## src/logic/nsr_pkg.sv

```systemverilog
`default_nettype none
package nsr_pkg;
	// ----------------------------------------
	// pin widths and sram pin carrier
	// ----------------------------------------
	localparam int ADDR_W = 17;
	localparam int DATA_W = 16;
	typedef struct packed {
		logic [ADDR_W-1:0] addr;
		logic [DATA_W-1:0] dq;
		logic              dq_oe;
		logic              ce_n;
		logic              oe_n;
		logic              we_n;
		logic              upper_byte_enable_n;
		logic              lower_byte_enable_n;
	} nsr_sram_out_t;
	localparam nsr_sram_out_t PINS_IDLE = '{addr: '0, dq: '0, dq_oe: 1'b0, ce_n: 1'b1, oe_n: 1'b1,
		we_n: 1'b1, upper_byte_enable_n: 1'b1, lower_byte_enable_n: 1'b1};
	// ----------------------------------------
	// register map (word index on the avalon address)
	// ----------------------------------------
	localparam logic [2:0] REG_CMD    = 3'h0;
	localparam logic [2:0] REG_ADDR   = 3'h1;
	localparam logic [2:0] REG_WDATA  = 3'h2;
	localparam logic [2:0] REG_RDATA  = 3'h3;
	localparam logic [2:0] REG_STATUS = 3'h4;
	localparam int WDATA_BE_POS   = 16;
	localparam int ST_BUSY_POS    = 0;
	localparam int ST_PIN_POS     = 1;
	localparam int ST_DONE_POS    = 2;
	localparam int ST_PLS_EN_POS  = 3;
	localparam int ST_UNSAVED_POS = 4;
	localparam logic PLS_EN_RESET = 1'b1;
	// ----------------------------------------
	// commands
	// ----------------------------------------
	localparam logic [2:0] CMD_READ        = 3'h1;
	localparam logic [2:0] CMD_WRITE       = 3'h2;
	localparam logic [2:0] CMD_SW_STORE    = 3'h3;
	localparam logic [2:0] CMD_SW_RECALL   = 3'h4;
	localparam logic [2:0] CMD_PLS_DISABLE = 3'h5;
	localparam logic [2:0] CMD_PLS_ENABLE  = 3'h6;
	localparam logic [2:0] CMD_HW_STORE    = 3'h7;
	// ----------------------------------------
	// command sequence addresses
	// ----------------------------------------
	localparam logic [15:0] SEQ_A0      = 16'h4E38;
	localparam logic [15:0] SEQ_A1      = 16'hB1C7;
	localparam logic [15:0] SEQ_A2      = 16'h83E0;
	localparam logic [15:0] SEQ_A3      = 16'h7C1F;
	localparam logic [15:0] SEQ_A4      = 16'h703F;
	localparam logic [15:0] FIN_STORE   = 16'h8FC0;
	localparam logic [15:0] FIN_RECALL  = 16'h4C63;
	localparam logic [15:0] FIN_DISABLE = 16'h8B45;
	localparam logic [15:0] FIN_ENABLE  = 16'h4B46;
	localparam logic [2:0]  SEQ_LAST    = 3'h5;
	// ----------------------------------------
	// timing
	// ----------------------------------------
	localparam int CLK_PERIOD_NS          = 4;
	localparam int SYNC_STAGES            = 2;
	localparam int T_ACCESS_NS            = 25;
	localparam int T_RECOVER_NS           = 8;
	localparam int T_STORE_START_DELAY_NS = 25;
	localparam int T_POST_BUSY_HOLD_NS    = 20;
	localparam int T_REQUEST_PULSE_NS     = 20;
	localparam int CNT_W                  = 12;
	localparam int ACCESS_CYC = (T_ACCESS_NS + CLK_PERIOD_NS - 1) / CLK_PERIOD_NS + SYNC_STAGES;
	localparam int RECOVER_CYC = (T_RECOVER_NS + CLK_PERIOD_NS - 1) / CLK_PERIOD_NS;
	localparam int START_DELAY_CYC = (T_STORE_START_DELAY_NS + CLK_PERIOD_NS - 1) / CLK_PERIOD_NS + SYNC_STAGES;
	localparam int POST_BUSY_HOLD_CYC = (T_POST_BUSY_HOLD_NS + CLK_PERIOD_NS - 1) / CLK_PERIOD_NS;
	localparam int REQUEST_PULSE_CYC = (T_REQUEST_PULSE_NS + CLK_PERIOD_NS - 1) / CLK_PERIOD_NS;
	// ----------------------------------------
	// engine states
	// ----------------------------------------
	typedef enum logic [5:0] {
		S_IDLE = 6'h01,
		S_ACC  = 6'h02,
		S_GAP  = 6'h04,
		S_PULL = 6'h08,
		S_WAIT = 6'h10,
		S_HOLD = 6'h20
	} nsr_state_t;
endpackage : nsr_pkg
`default_nettype wire

```

## src/logic/nsr_host_ctrl.sv

```systemverilog
`timescale 1ns/1ns
`default_nettype none
// Contract
// - Without a latched write, accesses stay blocked until the requester releases busy.
// - Software store: six reads 4E38,B1C7,83E0,7C1F,703F,8FC0 in that order.
// - Any other read or write inside a sequence aborts it.
// - Software recall: same five reads, then a read at 4C63.
// - Power-loss store disable: same five reads, then chip-select read at 8B45.
// - Power-loss store enable: same five reads, then chip-select read at 4B46.
// - Host keeps write enable high through all six sequence reads.
// - After changing power-loss store setting, host issues a store to keep it; the controller only sets the unsaved status bit.
module nsr_host_ctrl #(
	parameter int ACCESS_CYC_P      = nsr_pkg::ACCESS_CYC,
	parameter int RECOVER_CYC_P     = nsr_pkg::RECOVER_CYC,
	parameter int START_DELAY_CYC_P = nsr_pkg::START_DELAY_CYC,
	parameter int HOLD_CYC_P        = nsr_pkg::POST_BUSY_HOLD_CYC,
	parameter int PULSE_CYC_P       = nsr_pkg::REQUEST_PULSE_CYC
) (
	// clock, reset, enable
	input  wire logic                          CLK_IN,
	input  wire logic                          RESET_N_IN,
	input  wire logic                          CLK_EN_IN,
	// avalon-mm slave
	input  wire logic [2:0]                    AVS_ADDRESS_IN,
	input  wire logic                          AVS_READ_IN,
	input  wire logic                          AVS_WRITE_IN,
	input  wire logic [31:0]                   AVS_WRITEDATA_IN,
	output logic      [31:0]                   AVS_READDATA_OUT,
	output logic                               AVS_WAITREQUEST_OUT,
	// sram pins
	output nsr_pkg::nsr_sram_out_t             SRAM_PINS_OUT,
	input  wire logic [nsr_pkg::DATA_W-1:0]    DQ_IN,
	// open-drain busy / store request pin
	input  wire logic                          STORE_BUSY_N_IN,
	output logic                               STORE_BUSY_N_OUT,
	output logic                               STORE_BUSY_N_OE_OUT
);
	// ----------------------------------------
	// parameter checks
	// ----------------------------------------
	initial begin
		if (ACCESS_CYC_P < 3 || RECOVER_CYC_P < 1 || START_DELAY_CYC_P < 1 || HOLD_CYC_P < 1 ||
			PULSE_CYC_P < 1 || ACCESS_CYC_P >= 2**nsr_pkg::CNT_W || START_DELAY_CYC_P >= 2**nsr_pkg::CNT_W)
			$error("nsr_host_ctrl: timing parameter out of range");
	end

	// ----------------------------------------
	// declarations
	// ----------------------------------------
	typedef logic [nsr_pkg::CNT_W-1:0] cnt_t;
	localparam cnt_t ACC_C = cnt_t'(ACCESS_CYC_P - 1);
	localparam cnt_t GAP_C = cnt_t'(RECOVER_CYC_P - 1);
	localparam cnt_t DLY_C = cnt_t'(START_DELAY_CYC_P - 1);
	localparam cnt_t HLD_C = cnt_t'(HOLD_CYC_P - 1);
	localparam cnt_t PLS_C = cnt_t'(PULSE_CYC_P - 1);
	nsr_pkg::nsr_state_t     state_ff, nxt_state;
	cnt_t                    cnt_ff, nxt_cnt;
	logic [2:0]              idx_ff, nxt_idx;
	logic [2:0]              cmd_ff;
	logic [nsr_pkg::ADDR_W-1:0] addr_ff;
	logic [nsr_pkg::DATA_W-1:0] wdata_ff, rdata_ff;
	logic [1:0]              be_ff;
	logic                    ack_ff, done_ff, pls_en_ff, unsaved_ff;
	logic                    busy_m_ff, busy_s_ff;
	logic [nsr_pkg::DATA_W-1:0] dq_m_ff, dq_s_ff;
	logic                    cmd_go, is_seq, is_cmd_wr;
	nsr_pkg::nsr_sram_out_t  pins_ff, nxt_pins;

	// sequence address for a step of a command
	function automatic logic [15:0] seq_addr(input logic [2:0] idx, input logic [2:0] cmd);
		case (idx)
			3'h0: seq_addr = nsr_pkg::SEQ_A0;
			3'h1: seq_addr = nsr_pkg::SEQ_A1;
			3'h2: seq_addr = nsr_pkg::SEQ_A2;
			3'h3: seq_addr = nsr_pkg::SEQ_A3;
			3'h4: seq_addr = nsr_pkg::SEQ_A4;
			default: case (cmd)
				nsr_pkg::CMD_SW_RECALL:   seq_addr = nsr_pkg::FIN_RECALL;
				nsr_pkg::CMD_PLS_DISABLE: seq_addr = nsr_pkg::FIN_DISABLE;
				nsr_pkg::CMD_PLS_ENABLE:  seq_addr = nsr_pkg::FIN_ENABLE;
				default:                  seq_addr = nsr_pkg::FIN_STORE;
			endcase
		endcase
	endfunction : seq_addr

	// ----------------------------------------
	// pin synchronisers
	// ----------------------------------------
	always_ff @(posedge CLK_IN or negedge RESET_N_IN) begin
		if (!RESET_N_IN) begin
			busy_m_ff <= 1'b1;
			busy_s_ff <= 1'b1;
			dq_m_ff   <= '0;
			dq_s_ff   <= '0;
		end else if (CLK_EN_IN) begin
			busy_m_ff <= STORE_BUSY_N_IN;
			busy_s_ff <= busy_m_ff;
			dq_m_ff   <= DQ_IN;
			dq_s_ff   <= dq_m_ff;
		end
	end

	// ----------------------------------------
	// avalon slave
	// ----------------------------------------
	assign is_cmd_wr = AVS_WRITE_IN && AVS_ADDRESS_IN == nsr_pkg::REG_CMD;
	assign cmd_go    = is_cmd_wr && !ack_ff && state_ff == nsr_pkg::S_IDLE && busy_s_ff && CLK_EN_IN;
	assign AVS_WAITREQUEST_OUT = (AVS_READ_IN || AVS_WRITE_IN) && !ack_ff;

	// one wait cycle per access; command write stalls while the engine runs
	always_ff @(posedge CLK_IN or negedge RESET_N_IN) begin
		if (!RESET_N_IN) begin
			ack_ff           <= 1'b0;
			AVS_READDATA_OUT <= '0;
			addr_ff          <= '0;
			wdata_ff         <= '0;
			be_ff            <= 2'h3;
			cmd_ff           <= '0;
		end else if (CLK_EN_IN) begin
			ack_ff <= (AVS_READ_IN || AVS_WRITE_IN) && !ack_ff && (!is_cmd_wr || cmd_go);
			if (AVS_READ_IN && !ack_ff) begin
				case (AVS_ADDRESS_IN)
					nsr_pkg::REG_ADDR:   AVS_READDATA_OUT <= 32'(addr_ff);
					nsr_pkg::REG_WDATA:  AVS_READDATA_OUT <= {14'h0000, be_ff, wdata_ff};
					nsr_pkg::REG_RDATA:  AVS_READDATA_OUT <= 32'(rdata_ff);
					nsr_pkg::REG_STATUS: AVS_READDATA_OUT <= {27'h0000000, unsaved_ff, pls_en_ff, done_ff,
						busy_s_ff, state_ff != nsr_pkg::S_IDLE};
					default:             AVS_READDATA_OUT <= 32'h00000000;
				endcase
			end
			if (AVS_WRITE_IN && !ack_ff && AVS_ADDRESS_IN == nsr_pkg::REG_ADDR)
				addr_ff <= AVS_WRITEDATA_IN[nsr_pkg::ADDR_W-1:0];
			if (AVS_WRITE_IN && !ack_ff && AVS_ADDRESS_IN == nsr_pkg::REG_WDATA) begin
				wdata_ff <= AVS_WRITEDATA_IN[nsr_pkg::DATA_W-1:0];
				be_ff    <= AVS_WRITEDATA_IN[nsr_pkg::WDATA_BE_POS+:2];
			end
			if (cmd_go)
				cmd_ff <= AVS_WRITEDATA_IN[2:0];
		end
	end

	// ----------------------------------------
	// access engine
	// ----------------------------------------
	assign is_seq = cmd_ff >= nsr_pkg::CMD_SW_STORE && cmd_ff <= nsr_pkg::CMD_PLS_ENABLE;

	// next state, counter and sequence step
	always_comb begin
		nxt_state = state_ff;
		nxt_cnt   = cnt_ff;
		nxt_idx   = idx_ff;
		case (state_ff)
			nsr_pkg::S_IDLE: begin
				nxt_idx = 3'h0;
				if (!busy_s_ff) begin
					nxt_state = nsr_pkg::S_WAIT;
					nxt_cnt   = '0;
				end else if (cmd_go && AVS_WRITEDATA_IN[2:0] == nsr_pkg::CMD_HW_STORE) begin
					nxt_state = nsr_pkg::S_PULL;
					nxt_cnt   = PLS_C;
				end else if (cmd_go && AVS_WRITEDATA_IN[2:0] != 3'h0) begin
					nxt_state = nsr_pkg::S_ACC;
					nxt_cnt   = ACC_C;
				end
			end
			nsr_pkg::S_ACC: begin
				nxt_cnt = cnt_ff - cnt_t'(1);
				if (cnt_ff == '0) begin
					nxt_state = nsr_pkg::S_GAP;
					nxt_cnt   = GAP_C;
				end
			end
			nsr_pkg::S_GAP: begin
				nxt_cnt = cnt_ff - cnt_t'(1);
				if (cnt_ff == '0) begin
					if (is_seq && idx_ff != nsr_pkg::SEQ_LAST) begin
						nxt_state = nsr_pkg::S_ACC;
						nxt_cnt   = ACC_C;
						nxt_idx   = idx_ff + 3'h1;
					end else if (is_seq) begin
						nxt_state = nsr_pkg::S_WAIT;
						nxt_cnt   = DLY_C;
					end else begin
						nxt_state = nsr_pkg::S_IDLE;
					end
				end
			end
			nsr_pkg::S_PULL: begin
				nxt_cnt = cnt_ff - cnt_t'(1);
				if (cnt_ff == '0) begin
					nxt_state = nsr_pkg::S_WAIT;
					nxt_cnt   = DLY_C;
				end
			end
			nsr_pkg::S_WAIT: begin
				if (cnt_ff != '0)
					nxt_cnt = cnt_ff - cnt_t'(1);
				else if (busy_s_ff) begin
					nxt_state = nsr_pkg::S_HOLD;
					nxt_cnt   = HLD_C;
				end
			end
			nsr_pkg::S_HOLD: begin
				nxt_cnt = cnt_ff - cnt_t'(1);
				if (cnt_ff == '0)
					nxt_state = nsr_pkg::S_IDLE;
			end
			default: nxt_state = nsr_pkg::S_IDLE;
		endcase
	end

	// registered pin values for the next state; a new command decides its own first cycle,
	// so a write after a sequence never starts as a read
	always_comb begin
		logic [2:0] cur_cmd;
		cur_cmd  = (state_ff == nsr_pkg::S_IDLE) ? AVS_WRITEDATA_IN[2:0] : cmd_ff;
		nxt_pins = nsr_pkg::PINS_IDLE;
		if (nxt_state == nsr_pkg::S_ACC) begin
			nxt_pins.ce_n = 1'b0;
			if (cur_cmd != nsr_pkg::CMD_WRITE) begin
				nxt_pins.oe_n = 1'b0; // we_n stays high
			end else begin
				nxt_pins.we_n  = 1'b0;
				nxt_pins.dq    = wdata_ff;
				nxt_pins.dq_oe = 1'b1;
			end
			if (cur_cmd >= nsr_pkg::CMD_SW_STORE)
				nxt_pins.addr = {1'b0, seq_addr(nxt_idx, cur_cmd)};
			else
				nxt_pins.addr = addr_ff;
			nxt_pins.upper_byte_enable_n = !be_ff[1];
			nxt_pins.lower_byte_enable_n = !be_ff[0];
		end
	end

	// state, counter, pins
	always_ff @(posedge CLK_IN or negedge RESET_N_IN) begin
		if (!RESET_N_IN) begin
			state_ff <= nsr_pkg::S_IDLE;
			cnt_ff   <= '0;
			idx_ff   <= '0;
			pins_ff  <= nsr_pkg::PINS_IDLE; // write enable inactive from reset
		end else if (CLK_EN_IN) begin
			state_ff <= nxt_state;
			cnt_ff   <= nxt_cnt;
			idx_ff   <= nxt_idx;
			pins_ff  <= nxt_pins;
		end
	end
	assign SRAM_PINS_OUT       = pins_ff;
	assign STORE_BUSY_N_OUT    = 1'b0;
	assign STORE_BUSY_N_OE_OUT = state_ff == nsr_pkg::S_PULL; // released after the pulse

	// read capture, done flag, power-loss store shadow
	always_ff @(posedge CLK_IN or negedge RESET_N_IN) begin
		if (!RESET_N_IN) begin
			rdata_ff   <= '0;
			done_ff    <= 1'b0;
			pls_en_ff  <= nsr_pkg::PLS_EN_RESET;
			unsaved_ff <= 1'b0;
		end else if (CLK_EN_IN) begin
			if (state_ff == nsr_pkg::S_ACC && cnt_ff == '0 && !pins_ff.oe_n)
				rdata_ff <= dq_s_ff;
			if (cmd_go)
				done_ff <= 1'b0;
			else if (state_ff != nsr_pkg::S_IDLE && nxt_state == nsr_pkg::S_IDLE)
				done_ff <= 1'b1;
			if (state_ff == nsr_pkg::S_GAP && nxt_state == nsr_pkg::S_WAIT) begin
				if (cmd_ff == nsr_pkg::CMD_PLS_DISABLE || cmd_ff == nsr_pkg::CMD_PLS_ENABLE) begin
					pls_en_ff  <= cmd_ff == nsr_pkg::CMD_PLS_ENABLE;
					unsaved_ff <= 1'b1; // store still needed
				end else if (cmd_ff == nsr_pkg::CMD_SW_STORE)
					unsaved_ff <= 1'b0;
			end
			if (state_ff == nsr_pkg::S_PULL)
				unsaved_ff <= 1'b0;
		end
	end
endmodule : nsr_host_ctrl
`default_nettype wire

```

## config.mk

```make
export PLATFORM = sky130hd
export DESIGN_NAME = nsr_host_ctrl
export DESIGN_NICKNAME = d
export VERILOG_FILES = /design/src/logic/nsr_pkg.sv /design/src/logic/nsr_host_ctrl.sv
export SDC_FILE = /design/constraint.sdc
export NUM_CORES = 1
export LEC_CHECK = 0
export BUFFER_PORTS_ARGS = -buffer_cell sky130_fd_sc_hd__buf_2
export CORE_ASPECT_RATIO = 0.75
export CORE_MARGIN = 10
export CORE_UTILIZATION = 60
export DETAILED_ROUTE_END_ITERATION = 10
export HOLD_SLACK_MARGIN = 0.15
export PLACE_DENSITY = 0.9
export SYNTH_ARGS = -nofsm -noshare
export SYNTH_HDL_FRONTEND = slang
export SYNTH_SLANG_ARGS = --single-unit
```

## constraint.sdc

```tcl
create_clock -name CLK_IN -period 3.95 [get_ports CLK_IN]
set_input_delay 0.1975 -clock CLK_IN [delete_from_list [all_inputs] [get_ports CLK_IN]]
set_output_delay 0.1975 -clock CLK_IN [all_outputs]
set_load 0.1 [all_outputs]
```

Yosys cells after proc, flatten, opt, wreduce, memory -nomap -nowiden:

Index checks and enable logic that the tools add are counted.

* bits in registers: 184
* input port bits: 57
* output and inout bits: 74
* logic and storage cells: 145

* magnitude comparators: 3
* reduce and logical (&&, ||, !) cells: 45
* $add $sub $neg: 2
* muxes and demuxes: 41
* equality and inequality tests: 29

Operator list (number)
* $mux W12: 10
* $pmux W16 S5: 1
* $pmux W12 S6: 1
* $pmux W18 S4: 1
* $mux W6: 9
* $pmux W16 S3: 1
* $mux W39: 1
* $pmux W6 S6: 1
* $mux W17: 2
* $eq A3 B3 Y1 const B: 8
* $logic_and A1 B1 Y1: 19
* $eq A3 B2 Y1 const B: 5
* $eq A6 B1 Y1 const B: 2
* $eq A6 B2 Y1 const B: 2
* $eq A6 B5 Y1 const B: 2
* $logic_not A12 Y1: 1
* $reduce_and A2 Y1: 6
* $reduce_bool A12 Y1: 1
* $sub A12 B1 Y12 const B: 1
* $mux W5: 2
* $mux W3: 3
* $mux W1: 8
* $eq A3 B1 Y1 const B: 2
* $eq A6 B3 Y1 const B: 1
* 18 further kinds: 30

Longest topological paths before layout:

* word-level depth: 15
* mapped depth: 11
* depth with buffers taken out: 8

Least setup slack after synthesis:

No wires, ideal clock.

* kind: reg2reg
* from: reg state_ff[2]
* to: reg cnt_ff[3]
* clock period less this slack: 2.964 ns
* buffers on the path: 1
* setup slack: 0.986 ns
* setup time: 0.086 ns
* arrival time: 2.879 ns
* cell stages (with the launch flop): 8
* data required time: 3.864 ns
* path through: dfrtp_1 > buf_2 > or3b_2 > nor2_1 > nor2_1 > o211ai_1 > o21ai_0 > o21ai_0

* elaborated cells on any way between the ends: 18
* those cells by class: eq/ne: 8; mux: 3; reduce/logical: 7

RTL lines
* start: declaration: RTL line nsr_host_ctrl.sv:56 `nsr_pkg::nsr_state_t state_ff, nxt_state;`
* start signal: assignment: RTL line nsr_host_ctrl.sv:239 `state_ff <= nsr_pkg::S_IDLE;`
* start signal: assignment: RTL line nsr_host_ctrl.sv:244 `state_ff <= nxt_state;`
* $eq A6 B4 Y1 *
* net STORE_BUSY_N_OE_OUT: RTL line nsr_host_ctrl.sv:36 `output logic STORE_BUSY_N_OE_OUT`
* $reduce_bool A6 Y1 (no source line)
* $reduce_and A4 Y1 (no source line)
* end signal: assignment: RTL line nsr_host_ctrl.sv:245 `cnt_ff <= nxt_cnt;`
* end: declaration: RTL line nsr_host_ctrl.sv:57 `cnt_t cnt_ff, nxt_cnt;`

The timed path passes the listed nets; every way through them passes the cells marked *.
A chain may end at the register's enable or synchronous reset.

Worst setup path after layout:

* from: reg cnt_ff[1]
* to: reg pins_ff, in the netlist SRAM_PINS_OUT[18]

* cells in the longest elaborated chain, start to end: 5
* elaborated cells on any way between the ends: 10
* those cells by class: eq/ne: 1; mux: 7; reduce/logical: 2

RTL lines
* $logic_not A12 Y1 or $reduce_bool A12 Y1 (tied branches)
* $mux W6 (on tied branches)
* $pmux W6 S6 *: RTL line nsr_host_ctrl.sv:152 `case (state_ff)`
* $eq A6 B2 Y1 *: RTL line nsr_host_ctrl.sv:218 `if (nxt_state == nsr_pkg::S_ACC) begin`
* $mux W39 *: RTL line nsr_host_ctrl.sv:218
* end signal: assignment: RTL line nsr_host_ctrl.sv:242 `pins_ff <= nsr_pkg::PINS_IDLE;`
* end signal: assignment: RTL line nsr_host_ctrl.sv:247 `pins_ff <= nxt_pins;`
* end: declaration: RTL line nsr_host_ctrl.sv:67 `nsr_pkg::nsr_sram_out_t pins_ff, nxt_pins;`

Mark *: on every way between the ends. The rest lies on a longest branch, timed or not.

==> impl_metrics.csv <==
group,metric,value,unit
pwr,peakVddDrop,0.538,mV
timing,fin_tns_setup,0,ps
grt,track_usage,0.239,
timing,slew-limit-headroom,0.358,
clock_tree,clockBufferDepth,2,
pwr,powerDensity,617,mW/mm2
worst_setup_path,required,4310,ps
synthesis,synth-async-reset-ratio,1.00,
die,die_y,122,um
routing,drt_first_pass_iters,6,
routing,drt_iter0_drc,730,
synthesis,syn-instance-count,747,
synthesis,synthAdderAreaFrac,0.00452,
routing,route.met2.wl,9.91,mm
timing,maxSlewViolCount,0,
pwr,p_comb_frac,0.334,
synthesis,synthTopCellsByArea,"dfrtp_1, mux2_2, dfstp_2",
synthesis,netlist.area_leader.share,0.479,
worst_setup_path,crit_slowest_cell,"nor2_4",
worst_setup_path,crit_path_cell_trace,"inv_1, ha_1, nor3b_1, and4_1, and2_1, o31ai_4, nor2_4, a22o_1",
timing,skew,12.7,ps
synthesis,yosysUniqueCellTypes,81,
synthesis,yosys_warnings,0,
pwr,pwr-share-clk,0.281,
clock_tree,cts_buffers,17,
die,die_w,156,um
place,gp_routability_congestion,0.959,
clock_tree,clk_latency,440,ps
worst_setup_path,crit_type,"register to register",
timing,worst_slew_pin_slew,963,ps
routing,wl_met3,2.56,mm
routing,avgRoutedWirePerCell,21.4,um
worst_setup_path,end_kind,"register",
synthesis,synth_xor_xnor_area_share,0.00633,
pwr,internal_power,3660,uW
synthesis,syn_area_per_cell,11.1,um2
grt,grt_overflow,0,
worst_setup_path,cp_num_buf_inv,1,
worst_setup_path,critPathArrivalTime,3570,ps
grt,grt_max_degree,106,
finish,n_fill_cell,869,
synthesis,synth_top_family_by_area,"compound AO/OA/AOI/OAI gates",
worst_setup_path,rrSetupSlack,740,ps
timing,rsz0062_at_grt,"no",
worst_setup_path,critical_path.top_delay_family,"simple AND/OR/NAND/NOR gates",
synthesis,ys_ff_latch,170,
pwr,power_leakage,0.00452,uW
routing,drc_errors,0,
hold_path,hp-class,"input port to register",
die,core,0.0136,mm2
clock_tree,cts_htree_levels,4,
finish,drive_above_1_share,0.310,
timing,fin_crit_sh,0.813,
synthesis,synth-compound-area-share,0.169,
routing,antenna_left,0,
routing,num_vias,6675,
finish,fin_util,0.722,
clock_tree,post_cts_resized,0,
routing,top_layer,"met4",
run,max_cap_viol_count,0,
die,ios,131,
die,die_area,0.0190,mm2
grt,grt_pass1_vias,6562,
synthesis,synth_top_cell_by_area,"dfrtp_1",
timing,period_minus_slack,3210,ps
clock_tree,cts_tree,"built",
finish,syn_to_final_growth,18.4,%
synthesis,synthSimpleGateAreaFrac,0.119,
die,start_util,0.610,
timing,setup_viol,0,
worst_setup_path,max_stage_delay,580,ps
grt,grt_pass1_wl,36.5,mm
clock_tree,cts_root_buf,"clkbuf_16",
worst_setup_path,path_max_fanout,18,
synthesis,muxShareOfSynthArea,0.142,
place,dp_hpwl,14.9,mm
finish,diodes,0,
grt,antenna_found_initial,0,
routing,wirelength,22.7,mm
finish,nets,929,
synthesis,netlist_area,0.00830,mm2
pwr,switching_power,2410,uW
pwr,p_sw_frac,0.397,
outcome,outcome,"finished clean",
routing,wl_met1,9.51,mm
synthesis,synth-main-ff-cell,"dfrtp_1",
timing,finalHoldViolCount,0,
synthesis,ys_seq_area_frac,0.514,
clock_tree,cts_sinks,170,
synthesis,synth-edff-count,0,
die,row_count,37,
routing,vias_per_cell,6.32,
pwr,p_seq_frac,0.385,
clock_tree,path_clk_slew,70,ps
place,place.port_buffers,101,
worst_setup_path,start_kind,"register",
timing,max_freq,311,MHz
placed cells by master, fill, tap and decap left out, types with 8 or more instances in the layout:
cell type	count
a21oi_1	23
a22o_1	22
a22oi_1	19
a31oi_1	10
buf_2	100
buf_4	8
clkbuf_16	17
conb_1	15
dfrtp_1	159
dfstp_2	11
dlygate4sd3_1	39
inv_1	18
mux2_2	100
nand2_1	54
nand3_1	12
nor2_1	45
nor2b_1	8
nor3_1	14
o21ai_0	56
per-stage QoR:
| stage | power (uW) | setup WS (ps) | std cells | cell area [um2] | hold slack (ps) |
|---|---|---|---|---|---|
| 2_1_floorplan | 3840 | 986 | 761 | 8350 | -98.1 |
| 3_3_place_gp | 4230 | 937 | 986 | 8840 | 382 |
| 6_report | 6060 | 738 | 1057 | 9830 | 179 |
| 5_1_grt | 6360 | 543 | 1057 | 9830 | 173 |
| 3_5_place_dp | 4290 | 899 | 986 | 8840 | 400 |
| 4_1_cts | 6010 | 861 | 1057 | 9830 | 157 |
cells in the mapped netlist (7+ instances only):
cell	number
dfrtp_1	159
buf_4	18
nor2b_1	8
inv_1	18
nand2_1	54
dfstp_2	11
nor3_1	14
nor2_1	45
a22oi_1	19
clkbuf_1	29
buf_2	7
nand3_1	12
a21oi_1	23
a31oi_1	10
o21ai_0	56
mux2_2	100
a22o_1	22
worst reg2reg max path, stage by stage (launching register included):
cell and delay (ps):
dfrtp_1 410, inv_1 90, ha_1 210, nor3b_1 460, and4_1 490, and2_1 440, o31ai_4 180, nor2_4 580
a22o_1 290
repair_timing:
item	in CTS	in global routing
hold endpoints to repair	146	0
setup buffers	0	0
hold buffers	39	0
layer usage:
| metal | up-vias | global-route usage |
|---|---|---|
| met4 | 0 | 0.100 |
| met5 | - | 0 |
| met2 | 355 | 0.342 |
| met3 | 48 | 0.0782 |
| li1 | 2976 | - |
| met1 | 3296 | 0.327 |
registers in the layout, summed over array words and instances, names as in the netlist:
name,cells
SRAM_PINS_OUT,39
AVS_READDATA_OUT,18
addr_ff,17
dq_m_ff,16
dq_s_ff,16
rdata_ff,16
wdata_ff,16
cnt_ff,12
state_ff,6
cmd_ff,3
idx_ff,3
be_ff,2
ack_ff,1
busy_m_ff,1
busy_s_ff,1
done_ff,1
pls_en_ff,1
unsaved_ff,1
worst paths after layout:
path / startpoint / endpoint / cells past startpoint
max in group asynchronous: RESET_N_IN / SRAM_PINS_OUT[0] / 3
min: AVS_WRITE_IN / ack_ff / 3
max: cnt_ff[1] / SRAM_PINS_OUT[18] / 8
max reg2reg: cnt_ff[1] / SRAM_PINS_OUT[18] / 8
min reg2reg: AVS_READDATA_OUT[10] / AVS_READDATA_OUT[10] / 2
min in group asynchronous: RESET_N_IN / state_ff[5] / 2
cell type report:
type | count | area (um2) | area share
Multi-Input combinational cell | 513 | 3710 | 0.377
Sequential cell | 170 | 4270 | 0.434
Timing Repair Buffer | 148 | 962 | 0.0979
Inverter | 19 | 71.3 | 0.00726
Clock inverter | 14 | 160 | 0.0163
Clock buffer | 18 | 439 | 0.0447
Tap cell | 175 | 219 | 0.0223
power groups by stage:
stage	Sequential, uW	Clock (uW)	Combinational (uW)
floorplan	2540	0	1300
global placement	2320	0	1910
detailed placement	2340	0	1950
CTS	2310	1700	2000
global route	2360	1790	2200
finish	2330	1700	2030
cell families (layout without fill, tap and decap cells):
family / Yosys count / count (layout)
XOR/XNOR: 6 / 6
other: 1 / 15
AO/OA/AOI/OAI: 197 / 197
multiplexers: 105 / 105
AND/OR/NAND/NOR: 187 / 187
buffers and inverters: 78 / 199
adder cells (fa/ha/maj): 3 / 3
flip-flops: 170 / 170
Note: power is estimated with default switching activity, not from simulation.
